<file path="src/hdl/mdpc_pkg.sv">
package mdpc_pkg;

  ////////////////////////////////////////////////////////////////////////////////
  // register map, byte offsets on the axi4-lite slave
  localparam int          ADDR_W         = 8;
  localparam int          DATA_W         = 32;
  localparam logic [7:0]  OFF_CTRL       = 8'h00;
  localparam logic [7:0]  OFF_PITCH      = 8'h04;
  localparam logic [7:0]  OFF_RESTART    = 8'h08;
  localparam logic [7:0]  OFF_STATUS     = 8'h0c;
  localparam logic [7:0]  OFF_EFF_PITCH  = 8'h10;
  localparam logic [7:0]  OFF_IRQ_STATUS = 8'h14;
  localparam logic [7:0]  OFF_IRQ_MASK   = 8'h18;

  // register select codes returned by the address decoder
  localparam logic [2:0]  SEL_CTRL       = 3'h0;
  localparam logic [2:0]  SEL_PITCH      = 3'h1;
  localparam logic [2:0]  SEL_RESTART    = 3'h2;
  localparam logic [2:0]  SEL_STATUS     = 3'h3;
  localparam logic [2:0]  SEL_EFF_PITCH  = 3'h4;
  localparam logic [2:0]  SEL_IRQ_STATUS = 3'h5;
  localparam logic [2:0]  SEL_IRQ_MASK   = 3'h6;
  localparam logic [2:0]  SEL_NONE       = 3'h7;

  ////////////////////////////////////////////////////////////////////////////////
  // field positions
  localparam int          CTRL_DIR_BIT   = 0;
  localparam int          CTRL_PHASE_BIT = 1;
  localparam int          RESTART_BIT    = 0;
  localparam int          ST_DIR_BIT     = 0;
  localparam int          ST_PHASE_BIT   = 1;
  localparam int          ST_ALARM_BIT   = 2;
  localparam int          ST_SC_BIT      = 3;
  localparam int          ST_LINEAR_BIT  = 4;
  localparam int          ST_MOD_BIT     = 5;
  localparam int          IRQ_ALARM_BIT  = 0;
  localparam int          IRQ_OT_BIT     = 1;
  localparam int          IRQ_W          = 2;

  // pitch setting, units of 0.01 um
  localparam int          PITCH_W        = 23;
  localparam logic [22:0] PITCH_MAX      = 23'd6553600;
  localparam logic [22:0] PITCH_RST      = 23'h000000;
  localparam logic        DIR_RST        = 1'b0;
  localparam logic        PHASE_RST      = 1'b0;

  // axi response codes
  localparam logic [1:0]  RESP_OKAY      = 2'b00;
  localparam logic [1:0]  RESP_SLVERR    = 2'b10;

  // emulated encoder state, {a,b}
  typedef enum logic [1:0] {
    MDPC_Q00 = 2'b00,
    MDPC_Q01 = 2'b01,
    MDPC_Q11 = 2'b11,
    MDPC_Q10 = 2'b10
  } mdpc_quad_e;

  // configuration set, staged by software or in force since restart
  typedef struct packed {
    logic        dir;
    logic        phase;
    logic [22:0] pitch;
  } mdpc_cfg_s;

  localparam mdpc_cfg_s   CFG_RST        = '{dir: DIR_RST, phase: PHASE_RST, pitch: PITCH_RST};

endpackage

</file>
<file path="src/hdl/mdpc_top.sv">
// Decided for this implementation: the placing of the registers and register access over AXI4-Lite.
`timescale 1ns/100ps
module mdpc_top #(
  parameter int PITCH_W = mdpc_pkg::PITCH_W
) (
  input  wire logic                       sys_clk,
  input  wire logic                       resetn,
  // axi4-lite slave
  input  wire logic [mdpc_pkg::ADDR_W-1:0] s_axi_awaddr,
  input  wire logic                       s_axi_awvalid,
  output logic                            s_axi_awready,
  input  wire logic [31:0]                s_axi_wdata,
  input  wire logic [3:0]                 s_axi_wstrb,
  input  wire logic                       s_axi_wvalid,
  output logic                            s_axi_wready,
  output logic [1:0]                      s_axi_bresp,
  output logic                            s_axi_bvalid,
  input  wire logic                       s_axi_bready,
  input  wire logic [mdpc_pkg::ADDR_W-1:0] s_axi_araddr,
  input  wire logic                       s_axi_arvalid,
  output logic                            s_axi_arready,
  output logic [31:0]                     s_axi_rdata,
  output logic [1:0]                      s_axi_rresp,
  output logic                            s_axi_rvalid,
  input  wire logic                       s_axi_rready,
  // motion reference and motor side
  input  wire logic                       ref_req,
  input  wire logic                       ref_fwd,
  input  wire logic                       fwd_travel_inhibit,
  input  wire logic                       rev_travel_inhibit,
  input  wire logic                       linear_motor,
  input  wire logic                       sc_present,
  input  wire logic [PITCH_W-1:0]         auto_pitch,
  output logic                            motor_step,
  output logic                            motor_dir,
  output logic                            phase_order_select,
  output logic                            pitch_alarm,
  output logic                            pulse_out_a,
  output logic                            pulse_out_b,
  output logic                            irq
);

  // refuse a pitch width that the register fields cannot carry
  if (PITCH_W != mdpc_pkg::PITCH_W) begin : g_pitch_w_check
    $error("mdpc_top: PITCH_W must equal the package pitch width");
  end

  // register decode shared by read and write paths
  function automatic logic [2:0] reg_sel(input logic [mdpc_pkg::ADDR_W-1:0] addr);
    case (addr)
      mdpc_pkg::OFF_CTRL:       reg_sel = mdpc_pkg::SEL_CTRL;
      mdpc_pkg::OFF_PITCH:      reg_sel = mdpc_pkg::SEL_PITCH;
      mdpc_pkg::OFF_RESTART:    reg_sel = mdpc_pkg::SEL_RESTART;
      mdpc_pkg::OFF_STATUS:     reg_sel = mdpc_pkg::SEL_STATUS;
      mdpc_pkg::OFF_EFF_PITCH:  reg_sel = mdpc_pkg::SEL_EFF_PITCH;
      mdpc_pkg::OFF_IRQ_STATUS: reg_sel = mdpc_pkg::SEL_IRQ_STATUS;
      mdpc_pkg::OFF_IRQ_MASK:   reg_sel = mdpc_pkg::SEL_IRQ_MASK;
      default:                  reg_sel = mdpc_pkg::SEL_NONE;
    endcase
  endfunction

  logic                          aw_held_reg;
  logic [mdpc_pkg::ADDR_W-1:0]   aw_addr_reg;
  logic                          w_held_reg;
  logic [31:0]                   w_data_reg;
  logic [3:0]                    w_strb_reg;
  logic                          bvalid_reg;
  logic [1:0]                    bresp_reg;
  logic                          rvalid_reg;
  logic [31:0]                   rdata_reg;
  logic [1:0]                    rresp_reg;
  mdpc_pkg::mdpc_cfg_s           cfg_reg;
  mdpc_pkg::mdpc_cfg_s           act_reg;
  logic                          pitch_mod_reg;
  logic                          alarm_reg;
  logic                          boot_reg;
  logic                          restart_reg;
  logic [mdpc_pkg::IRQ_W-1:0]    irq_status_reg;
  logic [mdpc_pkg::IRQ_W-1:0]    irq_mask_reg;
  logic                          irq_reg;
  logic                          step_reg;
  logic                          dir_reg;

  ////////////////////////////////////////////////////////////////////////////////
  // write path: address and data taken in either order, response after both
  wire         do_write   = aw_held_reg && w_held_reg && !bvalid_reg;
  wire [2:0]   wsel       = reg_sel(aw_addr_reg);
  wire         wr_ctrl    = do_write && (wsel == mdpc_pkg::SEL_CTRL) && w_strb_reg[0];
  wire         pitch_ok   = w_data_reg[PITCH_W-1:0] <= mdpc_pkg::PITCH_MAX
                            && w_data_reg[31:PITCH_W] == '0;
  wire         wr_pitch   = do_write && (wsel == mdpc_pkg::SEL_PITCH) && pitch_ok
                            && (&w_strb_reg[2:0]);
  wire         wr_restart = do_write && (wsel == mdpc_pkg::SEL_RESTART) && w_strb_reg[0]
                            && w_data_reg[mdpc_pkg::RESTART_BIT];
  wire         wr_istat   = do_write && (wsel == mdpc_pkg::SEL_IRQ_STATUS) && w_strb_reg[0];
  wire         wr_imask   = do_write && (wsel == mdpc_pkg::SEL_IRQ_MASK) && w_strb_reg[0];
  wire         wr_bad     = (wsel == mdpc_pkg::SEL_NONE) || (wsel == mdpc_pkg::SEL_STATUS)
                            || (wsel == mdpc_pkg::SEL_EFF_PITCH)
                            || ((wsel == mdpc_pkg::SEL_PITCH) && !pitch_ok);

  // channel handshakes
  always_ff @(posedge sys_clk or negedge resetn) begin
    if (!resetn) begin
      aw_held_reg <= 1'b0;
      aw_addr_reg <= '0;
      w_held_reg  <= 1'b0;
      w_data_reg  <= 32'h0000_0000;
      w_strb_reg  <= 4'h0;
    end else begin
      if (s_axi_awvalid && s_axi_awready) begin
        aw_held_reg <= 1'b1;
        aw_addr_reg <= s_axi_awaddr;
      end else if (do_write) begin
        aw_held_reg <= 1'b0;
      end
      if (s_axi_wvalid && s_axi_wready) begin
        w_held_reg <= 1'b1;
        w_data_reg <= s_axi_wdata;
        w_strb_reg <= s_axi_wstrb;
      end else if (do_write) begin
        w_held_reg <= 1'b0;
      end
    end
  end

  // write response
  always_ff @(posedge sys_clk or negedge resetn) begin
    if (!resetn) begin
      bvalid_reg <= 1'b0;
      bresp_reg  <= mdpc_pkg::RESP_OKAY;
    end else if (do_write) begin
      bvalid_reg <= 1'b1;
      bresp_reg  <= wr_bad ? mdpc_pkg::RESP_SLVERR : mdpc_pkg::RESP_OKAY;
    end else if (s_axi_bready) begin
      bvalid_reg <= 1'b0;
    end
  end

  ////////////////////////////////////////////////////////////////////////////////
  // read path, one cycle after the address is taken
  wire [2:0]   rsel   = reg_sel(s_axi_araddr);
  wire         do_read = s_axi_arvalid && !rvalid_reg;
  wire [31:0]  st_word = {26'h0, pitch_mod_reg, linear_motor, sc_present, alarm_reg,
                          act_reg.phase, act_reg.dir};
  logic [31:0] rd_mux;

  always_comb begin
    case (rsel)
      mdpc_pkg::SEL_CTRL:       rd_mux = {30'h0, cfg_reg.phase, cfg_reg.dir};
      mdpc_pkg::SEL_PITCH:      rd_mux = {{(32-PITCH_W){1'b0}}, cfg_reg.pitch};
      mdpc_pkg::SEL_STATUS:     rd_mux = st_word;
      mdpc_pkg::SEL_EFF_PITCH:  rd_mux = {{(32-PITCH_W){1'b0}}, act_reg.pitch};
      mdpc_pkg::SEL_IRQ_STATUS: rd_mux = {30'h0, irq_status_reg};
      mdpc_pkg::SEL_IRQ_MASK:   rd_mux = {30'h0, irq_mask_reg};
      default:                  rd_mux = 32'h0000_0000;
    endcase
  end

  // read data register
  always_ff @(posedge sys_clk or negedge resetn) begin
    if (!resetn) begin
      rvalid_reg <= 1'b0;
      rdata_reg  <= 32'h0000_0000;
      rresp_reg  <= mdpc_pkg::RESP_OKAY;
    end else if (do_read) begin
      rvalid_reg <= 1'b1;
      rdata_reg  <= rd_mux;
      rresp_reg  <= (rsel == mdpc_pkg::SEL_NONE) ? mdpc_pkg::RESP_SLVERR : mdpc_pkg::RESP_OKAY;
    end else if (s_axi_rready) begin
      rvalid_reg <= 1'b0;
    end
  end

  ////////////////////////////////////////////////////////////////////////////////
  // staged settings, written by software, not yet in force
  always_ff @(posedge sys_clk or negedge resetn) begin
    if (!resetn) begin
      cfg_reg       <= mdpc_pkg::CFG_RST;
      pitch_mod_reg <= 1'b0;
    end else begin
      if (wr_ctrl) begin
        cfg_reg.dir   <= w_data_reg[mdpc_pkg::CTRL_DIR_BIT];
        cfg_reg.phase <= w_data_reg[mdpc_pkg::CTRL_PHASE_BIT];
      end
      if (wr_pitch) begin
        cfg_reg.pitch <= w_data_reg[PITCH_W-1:0];
        pitch_mod_reg <= 1'b1;
      end
    end
  end

  ////////////////////////////////////////////////////////////////////////////////
  // restart: first edge after reset release, or a software restart write
  always_ff @(posedge sys_clk or negedge resetn) begin
    if (!resetn) begin
      boot_reg    <= 1'b1;
      restart_reg <= 1'b0;
    end else begin
      boot_reg    <= 1'b0;
      restart_reg <= boot_reg || wr_restart;
    end
  end

  // settings in force, taken only at restart
  wire         raise_alarm = linear_motor && sc_present && !pitch_mod_reg;
  always_ff @(posedge sys_clk or negedge resetn) begin
    if (!resetn) begin
      act_reg   <= mdpc_pkg::CFG_RST;
      alarm_reg <= 1'b0;
    end else if (restart_reg) begin
      act_reg.dir   <= cfg_reg.dir;
      act_reg.phase <= cfg_reg.phase;
      act_reg.pitch <= sc_present ? cfg_reg.pitch : auto_pitch;
      alarm_reg     <= raise_alarm;
    end
  end

  ////////////////////////////////////////////////////////////////////////////////
  // reference handling: inhibit follows reference, physical direction follows selection
  wire         blocked  = ref_fwd ? fwd_travel_inhibit : rev_travel_inhibit;
  wire         accepted = ref_req && !blocked;
  wire         ot_event = ref_req && blocked;

  always_ff @(posedge sys_clk or negedge resetn) begin
    if (!resetn) begin
      step_reg <= 1'b0;
      dir_reg  <= 1'b0;
    end else begin
      step_reg <= accepted;
      if (accepted) begin
        dir_reg <= ref_fwd ^ act_reg.dir;
      end
    end
  end

  // emulated encoder pulses follow the reference, never the selection
  mdpc_quad_gen u_quad (
    .sys_clk     (sys_clk),
    .resetn      (resetn),
    .step        (accepted),
    .fwd         (ref_fwd),
    .pulse_out_a (pulse_out_a),
    .pulse_out_b (pulse_out_b)
  );

  ////////////////////////////////////////////////////////////////////////////////
  // interrupt status, write one to clear, a new event wins over the clear
  wire [mdpc_pkg::IRQ_W-1:0] irq_events = {ot_event, restart_reg && raise_alarm};
  wire [mdpc_pkg::IRQ_W-1:0] irq_clr    = wr_istat ? w_data_reg[mdpc_pkg::IRQ_W-1:0] : '0;
  wire [mdpc_pkg::IRQ_W-1:0] irq_status_next = (irq_status_reg & ~irq_clr) | irq_events;

  always_ff @(posedge sys_clk or negedge resetn) begin
    if (!resetn) begin
      irq_status_reg <= '0;
      irq_mask_reg   <= '0;
      irq_reg        <= 1'b0;
    end else begin
      irq_status_reg <= irq_status_next;
      if (wr_imask) begin
        irq_mask_reg <= w_data_reg[mdpc_pkg::IRQ_W-1:0];
      end
      irq_reg <= |(irq_status_next & (wr_imask ? w_data_reg[mdpc_pkg::IRQ_W-1:0]
                                               : irq_mask_reg));
    end
  end

  ////////////////////////////////////////////////////////////////////////////////
  // output wiring, all from flops
  assign s_axi_awready      = !aw_held_reg && !bvalid_reg;
  assign s_axi_wready       = !w_held_reg && !bvalid_reg;
  assign s_axi_bvalid       = bvalid_reg;
  assign s_axi_bresp        = bresp_reg;
  assign s_axi_arready      = !rvalid_reg;
  assign s_axi_rvalid       = rvalid_reg;
  assign s_axi_rdata        = rdata_reg;
  assign s_axi_rresp        = rresp_reg;
  assign motor_step         = step_reg;
  assign motor_dir          = dir_reg;
  assign phase_order_select = act_reg.phase;
  assign pitch_alarm        = alarm_reg;
  assign irq                = irq_reg;
endmodule // mdpc_top

</file>
<file path="src/hdl/mdpc_quad_gen.sv">
`timescale 1ns/100ps
// quadrature pulse generator for the emulated encoder outputs
module mdpc_quad_gen (
  input  wire logic sys_clk,
  input  wire logic resetn,
  input  wire logic step,
  input  wire logic fwd,
  output logic      pulse_out_a,
  output logic      pulse_out_b
);

  mdpc_pkg::mdpc_quad_e state_reg;
  mdpc_pkg::mdpc_quad_e state_next;

  ////////////////////////////////////////////////////////////////////////////////
  // forward walks with b leading, reverse with a leading
  always_comb begin
    state_next = state_reg;
    if (step) begin
      case (state_reg)
        mdpc_pkg::MDPC_Q00: state_next = fwd ? mdpc_pkg::MDPC_Q01 : mdpc_pkg::MDPC_Q10;
        mdpc_pkg::MDPC_Q01: state_next = fwd ? mdpc_pkg::MDPC_Q11 : mdpc_pkg::MDPC_Q00;
        mdpc_pkg::MDPC_Q11: state_next = fwd ? mdpc_pkg::MDPC_Q10 : mdpc_pkg::MDPC_Q01;
        mdpc_pkg::MDPC_Q10: state_next = fwd ? mdpc_pkg::MDPC_Q00 : mdpc_pkg::MDPC_Q11;
        default:            state_next = mdpc_pkg::MDPC_Q00;
      endcase
    end
  end

  // state register
  always_ff @(posedge sys_clk or negedge resetn) begin
    if (!resetn) begin
      state_reg <= mdpc_pkg::MDPC_Q00;
    end else begin
      state_reg <= state_next;
    end
  end

  // outputs are the state flops themselves
  assign pulse_out_a = state_reg[1];
  assign pulse_out_b = state_reg[0];

endmodule // mdpc_quad_gen

</file>
<file path="config.mk">
export PLATFORM = sky130hd
export DESIGN_NAME = mdpc_top
export DESIGN_NICKNAME = d
export VERILOG_FILES = /design/src/hdl/mdpc_pkg.sv /design/src/hdl/mdpc_top.sv /design/src/hdl/mdpc_quad_gen.sv
export SDC_FILE = /design/constraint.sdc
export NUM_CORES = 1
export LEC_CHECK = 0
export BUFFER_PORTS_ARGS = -buffer_cell sky130_fd_sc_hd__buf_2
export CAP_MARGIN = 20
export CELL_PAD_IN_SITES_DETAIL_PLACEMENT = 1
export CELL_PAD_IN_SITES_GLOBAL_PLACEMENT = 1
export CORE_ASPECT_RATIO = 1.25
export CORE_MARGIN = 2
export CORE_UTILIZATION = 40
export DETAILED_ROUTE_END_ITERATION = 10
export PLACE_DENSITY = 0.78
export SYNTH_ARGS = -nofsm -noshare
export SYNTH_HDL_FRONTEND = slang
export SYNTH_SLANG_ARGS = --single-unit
</file>
<file path="constraint.sdc">
create_clock -name sys_clk -period 3.12 [get_ports sys_clk]
set_clock_uncertainty 0.15 [all_clocks]
set_input_delay 0.156 -clock sys_clk [delete_from_list [all_inputs] [get_ports sys_clk]]
set_output_delay 0.156 -clock sys_clk [all_outputs]
set_load 0.02 [all_outputs]
</file>
==> summary.md, run 1 <==
| Metric | Value |
|---|---|
| Synthesis-to-layout area growth | `33.7%` |
| Fin crit share | `approximately 83%` |
| Final setup viols | `0` |
| Top_reg_cell synth | `dfrtp_1` |
| Final Core Density | `between 50% and 60%` |
| Final nets | `764` |
| CP max FO | `24` |
| Detailed Routing Iterations Pass 1 | `4` |
| First-pass GRT wire length | `around 28000 um` |
| Synth area leaders | `dfrtp_1 (57%), mux2_2 (9.9%), mux2_4 (4.8%)` |
| CP max stage cell | `or4b_1` |
| Number of distinct library cells after synthesis | `46` |
| Clk slew on worst S/H paths | `50 ps` |
| Initial DRC count | `199` |
| Placed cells | `763` |
| Post-synth EDFFs | `0` |
| # rows | `49` |
| Type of the worst setup path | `reg2reg` |
| Share of cells above drive strength 1 | `32.9%` |
| Post-CTS setup buffer count | `0` |
| Clock Tree Buf Depth | `2` |
| Slew headroom | `41.4%` |
| Most area-hungry cell type in the Yosys netlist | `dfrtp_1` |
| Initial antenna violation count | `2` |
| Starting density of the core | `41.0%` |
| Die Ht | `140 um` |
| Detailed Route WL | `17300 um` |
| Die X | `113 um` |
| Status | `completed` |
| Max-cap violations | `0` |
| LEAKAGE | `~3.7 nW` |
| Synth warnings | `0` |
| Hold Path End | `s_axi_rresp[1]$_DFFE_PN0P_` |
| CP max stage delay | `about 610 ps` |
| Worst skew pair latency | `410 ps` |
| Pins Over Slew Limit | `0` |
| GP Congestion | `0.754` |
| Setup_tns | `0 ps` |
| All-Layer GR Usage | `about 22%` |
| Peak supply drop | `0.674 mV` |
| Largest register FFs | `32` |
| Final HPWL DP | `between 10000 and 15000 um` |
| Hold buffers post-CTS | `72` |
| Worst Setup End Kind | `flip-flop` |
| Cell area after layout | `7900 um^2` |
| Htree depth | `4` |
| Reg2reg setup slack | `520 ps` |
| Family with the most delay on the worst path | `simple AND/OR/NAND/NOR gates` |
| Largest net degree at the start of global routing | `83` |
| Number of port buffers | `123` |
| TritonCTS clock tree | `built` |
| Hold depth | `4` |
| RSZ-0062 raised after global routing | `false` |
| Worst Setup Start Kind | `flip-flop` |
| Die area | `15800 um^2` |
| Top-area cell type share of the netlist area | `56.7%` |
| Remaining antenna violation count | `0` |
| CTS root buffer | `clkbuf_16` |
| Worst path buffer plus inverter count | `1` |
| Hold WC Path Type | `in2reg` |
| Synthesized flop and latch total | `135` |
| Data required time of the worst path | `3260 ps` |
| Fmax | `a little under 400 MHz` |
| Worst Min Path Start | `s_axi_araddr[5]` |
| Avg Inst Size Synth | `12.1 um^2` |
| Worst reg2reg path depth | `5` |
| Worst R2R End | `cfg_reg[22]$_DFFE_PN0P_` |
| Routed WL per cell | `19.9 um` |
| Worst slew pin tran | `879 ps` |
| Syn Inst Count | `a little under 500` |
| Via density per instance | `5.25` |
| Async set-reset flop share out of synthesis | `100%` |
| DP Area | `approximately 6600 um^2` |
| Core Box Area | `14400 um^2` |
| Post-route minimum period | `about 2600 ps` |
| # DRC | `0` |
| Post-Synthesis Cell Area | `5910 um^2` |
| Via count | `4558` |
| I/O Pins | `~140` |
| Post-synthesis sequential area ratio | `57.2%` |
| Critical Path, Cell by Cell | `or4b_1 > or3_4 > a2111oi_4 > buf_12 > mux2_2` |
| RR Startpoint | `s_axi_bvalid$_DFFE_PN0P_` |
| GRT overflow | `0` |
| Fin cells | `roughly 870` |
| Clk sinks | `135` |
| Vias in the first global route | `a little over 5k` |
| Pwr per Cell Area | `679 nW/um^2` |
| Final number of hold-violating endpoints | `0` |
| Crit path arrival time | `2740 ps` |
| Num CTS Buffers | `17` |
| Cts repair resizes | `0` |
[synth_stat cells, drive strengths merged (2+ instances only)]
cell,n
xnor2,2
clkbuf,21
dfrtp,134
nand3,4
a22o,5
or4b,2
a21oi,28
buf,19
mux2i,26
nor2,33
and2,4
a22oi,21
nand4b,3
nor2b,2
nor4,7
mux2,71
and3,2
nor3,3
nand2,36
o21ai,35
o211ai,2
a21o,2
nand3b,2
inv,7
[area by class of cell]
cell class | count | area, um^2
tap | 178 | 223
fill | 1531 | 6510
inverter | 7 | 26.3
antenna | 2 | 5.00
timing repair buffer | 199 | 1400
multi-input combinational | 316 | 2330
sequential | 135 | 3380
clock buffer | 27 | 483
clock inverter | 5 | 50.0
[metal layers]
layer  global-route usage (%)  share of wire (%)
met5                        0                  0
met4                     7.83                1.5
met3                     4.93                4.2
met2                     40.6                 55
met1                     26.1                 40
[cells by family after synthesis]
family | synth area share (%)
DFF | 57.2
and+or+nand+nor | 8.49
AOI/OAI and AO/OA | 10.6
muxes | 19.1
buffers and inverters | 4.02
xor gates and xnor gates | 0.445
other | 0.0635
[power by group]
part	internal, mW	switching (mW)
clock	1.13	0.706
sequential	2.12	0.357
combinational	0.545	0.501
[worst min-delay path, stage by stage]
cell	delay (ps)
buf_2	90
nor2_1	80
a21oi_1	140
a21o_1	90
[layout by cell type, fill, tap and decap left out, drive strengths merged, types with 2 or more instances in the layout]
cell / netlist / routed
or4b: 2 / 2
dlygate4sd3: 0 / 72
nor4: 7 / 7
mux2: 71 / 71
clkinv: 0 / 4
buf: 19 / 127
nor2: 33 / 33
nand2: 36 / 36
nor2b: 2 / 2
conb: 1 / 12
and2: 4 / 4
a22oi: 21 / 21
mux2i: 26 / 26
o211ai: 2 / 2
a22o: 5 / 5
diode: 0 / 2
xnor2: 2 / 2
clkbuf: 21 / 27
nor3: 3 / 3
inv: 7 / 7
o21ai: 35 / 35
nand3b: 2 / 2
and3: 2 / 2
a21o: 2 / 2
dfrtp: 134 / 134
a21oi: 28 / 28
nand4b: 3 / 3
nand3: 4 / 4
[through the flow]
step	power (mW)	setup slack [ps]	hold slack (ps)
6_report	5.37	518	35.5
5_1_grt	5.63	443	14.8
4_1_cts	5.37	520	13.0
3_5_place_dp	3.44	486	101
3_3_place_gp	3.35	566	100
2_1_floorplan	3.06	548	-290
[worst max-delay path by stage]
| stage | startpoint | endpoint | slack (ps) | cells after the start |
|---|---|---|---|---|
| 2_1_floorplan | s_axi_bvalid$_DFFE_PN0P_ | cfg_reg[10]$_DFFE_PN0P_ | 550 | 5 |
| 3_3_place_gp | s_axi_araddr[7] | s_axi_rdata[21]$_DFFE_PN0P_ | 570 | 6 |
| 3_5_place_dp | s_axi_araddr[7] | s_axi_rdata[14]$_DFFE_PN0P_ | 490 | 6 |
| 4_1_cts | s_axi_bvalid$_DFFE_PN0P_ | cfg_reg[22]$_DFFE_PN0P_ | 520 | 5 |
| 5_1_grt | s_axi_bvalid$_DFFE_PN0P_ | cfg_reg[0]$_DFFE_PN0P_ | 440 | 5 |
| 6_report | s_axi_bvalid$_DFFE_PN0P_ | cfg_reg[22]$_DFFE_PN0P_ | 520 | 5 |
(Power assumes the default switching activity.)
==> run 2, diff against run 1 <==
- clock period: 3.12 -> 2.46 ns (I/O delays scaled with it)
==> run 2 against run 1 <==
Against the previous run: non-clock buffer count rose by 35; utilization is 3.0 points higher; count of clock-buffer cells in the layout rose by 3; global-route usage up 2.7 points; via count rose by 4.7%; die area unchanged; routed wire length grew 12%; setup slack worse by 610 ps; the run now ends with setup timing left; sequential share of layout area is 2.2 points lower.
==> summary.md, run 2 (synthesized netlist as in run 1, its figures left out) <==
| Metric | Value |
|---|---|
| Pins Over Slew Limit | `0 (unchanged)` |
| Setup_tns | `-1490 ps (-1490 ps)` |
| Die area | `15800 um^2 (unchanged)` |
| Worst Setup Start Kind | `flip-flop` |
| Hold WC Path Type | `in2reg` |
| Fillers | `1479 (-3.4%)` |
| Most common cell after layout, fill and taps aside | `dfrtp_1` |
| Largest register FFs | `32 (unchanged)` |
| Vias in the first global route | `5469 (+8.7%)` |
| Post-route minimum period | `2550 ps (-53.9 ps)` |
| Via count | `4771 (+4.7%)` |
| Crit path arrival time | `2690 ps (-50 ps)` |
| CP max stage cell | `or4b_4` |
| CTS root buffer | `clkbuf_16` |
| Clk sinks | `135 (unchanged)` |
| Clock share of power | `35.4% (+1.1 points)` |
| Die X | `113 um (unchanged)` |
| Failing checks | `setup timing` |
| Share of cells above drive strength 1 | `36.2% (+3.2 points)` |
| Clk slew on worst S/H paths | `60 ps (about the same)` |
| LEAKAGE | `3.91 nW (+6.0%)` |
| Worst hold margin | `54.6 ps (+19.2 ps)` |
| Worst skew pair latency | `410 ps (about the same)` |
| Fmax | `393 MHz (+2.1%)` |
| Initial DRC count | `117 (-41%)` |
| Peak supply drop | `0.612 mV (-9.2%)` |
| Setup crit start | `aw_addr_reg[6]$_DFFE_PN0P_` |
| All-Layer GR Usage | `25.1% (+2.7 points)` |
| Worst Min Path Start | `s_axi_araddr[4]` |
| GRT overflow | `0 (unchanged)` |
| RR Startpoint | `aw_addr_reg[6]$_DFFE_PN0P_` |
| P_int | `5.21 mW (+37%)` |
| Worst Setup End Kind | `flip-flop` |
| Data required time of the worst path | `2600 ps (-660 ps)` |
| Routed WL per cell | `21.5 um (+8.2%)` |
| Total power | `7.36 mW (+37%)` |
| Detailed Routing Iterations Pass 1 | `4 (unchanged)` |
| Reg2reg setup slack | `-90 ps (-610 ps)` |
| Core Box Area | `14400 um^2 (unchanged)` |
| Via density per instance | `5.29 (+0.84%)` |
| Setup ws final | `-87.6 ps (-606 ps)` |
| Starting density of the core | `41.0% (unchanged)` |
| Final setup viols | `24 (+24)` |
| Max-cap violations | `0 (unchanged)` |
| Pwr per Cell Area | `883 nW/um^2 (+30%)` |
| Final number of hold-violating endpoints | `0 (unchanged)` |
| Critical Path, Cell by Cell | `or4b_4 > or3_4 > a2111oi_4 > buf_6 > clkbuf_16 > mux2_4` |
| TritonCTS clock tree | `built` |
| Clock Tree Buf Depth | `2 (unchanged)` |
| Ant diodes | `0 (-2)` |
| Fin crit share | `104% (+20 points)` |
| Synthesis-to-layout area growth | `40.9%` |
| Htree depth | `4 (unchanged)` |
| Die Ht | `140 um (unchanged)` |
| GP Congestion | `0.799 (+5.9%)` |
| Type of the worst setup path | `reg2reg` |
| Sw Ratio | `29.1% (about the same)` |
| First-pass GRT wire length | `30700 um (+11%)` |
| Largest net degree at the start of global routing | `63 (-24%)` |
| # rows | `49 (unchanged)` |
| Remaining antenna violation count | `0 (unchanged)` |
| Worst slew pin tran | `608 ps (-271 ps)` |
| Detailed Route WL | `19400 um (+12%)` |
| P_sw | `2.14 mW (+37%)` |
| Commonest cells after routing, fill and taps aside | `dfrtp_1 (133), buf_2 (122), dlygate4sd3_1 (77), mux2_2 (48), nand2_1 (36)` |
| Num CTS Buffers | `17 (unchanged)` |
| Number of port buffers | `123 (unchanged)` |
| Seq pwr share | `42.4% (-3.8 points)` |
| Final HPWL DP | `11000 um (+5.1%)` |
| Logic gate share of total power | `22.2% (+2.7 points)` |
| RSZ-0062 raised after global routing | `true` |
| CP max stage delay | `540 ps (-70 ps)` |
| DP Worst Slack | `-97.4 ps (-584 ps)` |
| # DRC | `0 (unchanged)` |
| Status | `finished, violations left` |
| Initial antenna violation count | `0 (-2)` |
| CP max FO | `6 (-75%)` |
| Slew headroom | `59.5% (+18 points)` |
| I/O Pins | `136 (unchanged)` |
| Final nets | `799 (+4.6%)` |
run 2: path summary, 6_finish.rpt:
| kind | end | depth (start not counted) |
|---|---|---|
| min reg2reg | s_axi_rdata[13]$_DFFE_PN0P_ | 2 |
| max reg2reg | cfg_reg[20]$_DFFE_PN0P_ | 6 |
| min | s_axi_rresp[1]$_DFFE_PN0P_ | 4 |
| max in group asynchronous | act_reg[12]$_DFFE_PN0P_ | 3 |
| max | cfg_reg[20]$_DFFE_PN0P_ | 6 |
| min in group asynchronous | aw_addr_reg[3]$_DFFE_PN0P_ | 2 |
run 2: per-layer routing:
layer	vias to the layer above	routed length, um	GRT usage [%]
li1	2163	-	-
met1	2403	7650	29.7
met2	160	10200	43.7
met3	45	896	5.58
met4	0	687	11.0
met5	-	0	0
run 2: final cells by class:
type                       instances  area [um^2]  area share [%]
inverter                           7         26.3           0.315
sequential                       135         3380            40.6
multi-input combinational        316         2370            28.5
clock buffer                      30          544            6.53
clock inverter                     2         60.1           0.721
tap                              178          223            2.67
timing repair buffer             234         1720            20.7
run 2: what timing repair did:
| action | CTS | global route |
|---|---|---|
| pin swaps | 2 | 3 |
| endpoints found under the setup margin | 23 | 24 |
| gates resized for setup | 5 | 7 |
| hold buffers | 77 | 0 |
| cloned | 2 | 1 |
| endpoints found under the hold margin | 139 | 0 |
| setup buffers | 3 | 3 |
run 2: metrics by stage:
step	area [um^2]	utilization, %	instances
floorplan	5960	-	498
global placement	6810	47.3	785
detailed placement	6810	47.3	785
CTS	8260	57.3	899
global route	8330	57.8	902
finish	8330	57.8	902
run 2: critical path, delay by kind of cell (launching register included):
family | cells | cell delay, ps
AOI/OAI and AO/OA | 1 | 290
buffers and inverters | 2 | 370
DFF | 1 | 380
muxes | 1 | 300
and+or+nand+nor | 2 | 940
run 2: power groups by stage:
| stage | Sequential [mW] | Combinational (mW) | Clock [mW] |
|---|---|---|---|
| finish | 3.12 | 1.63 | 2.61 |
| global route | 3.17 | 1.76 | 2.71 |
| CTS | 3.06 | 1.54 | 2.62 |
| detailed placement | 3.08 | 1.41 | 0 |
| global placement | 3.03 | 1.34 | 0 |
| floorplan | 3.02 | 0.869 | 0 |
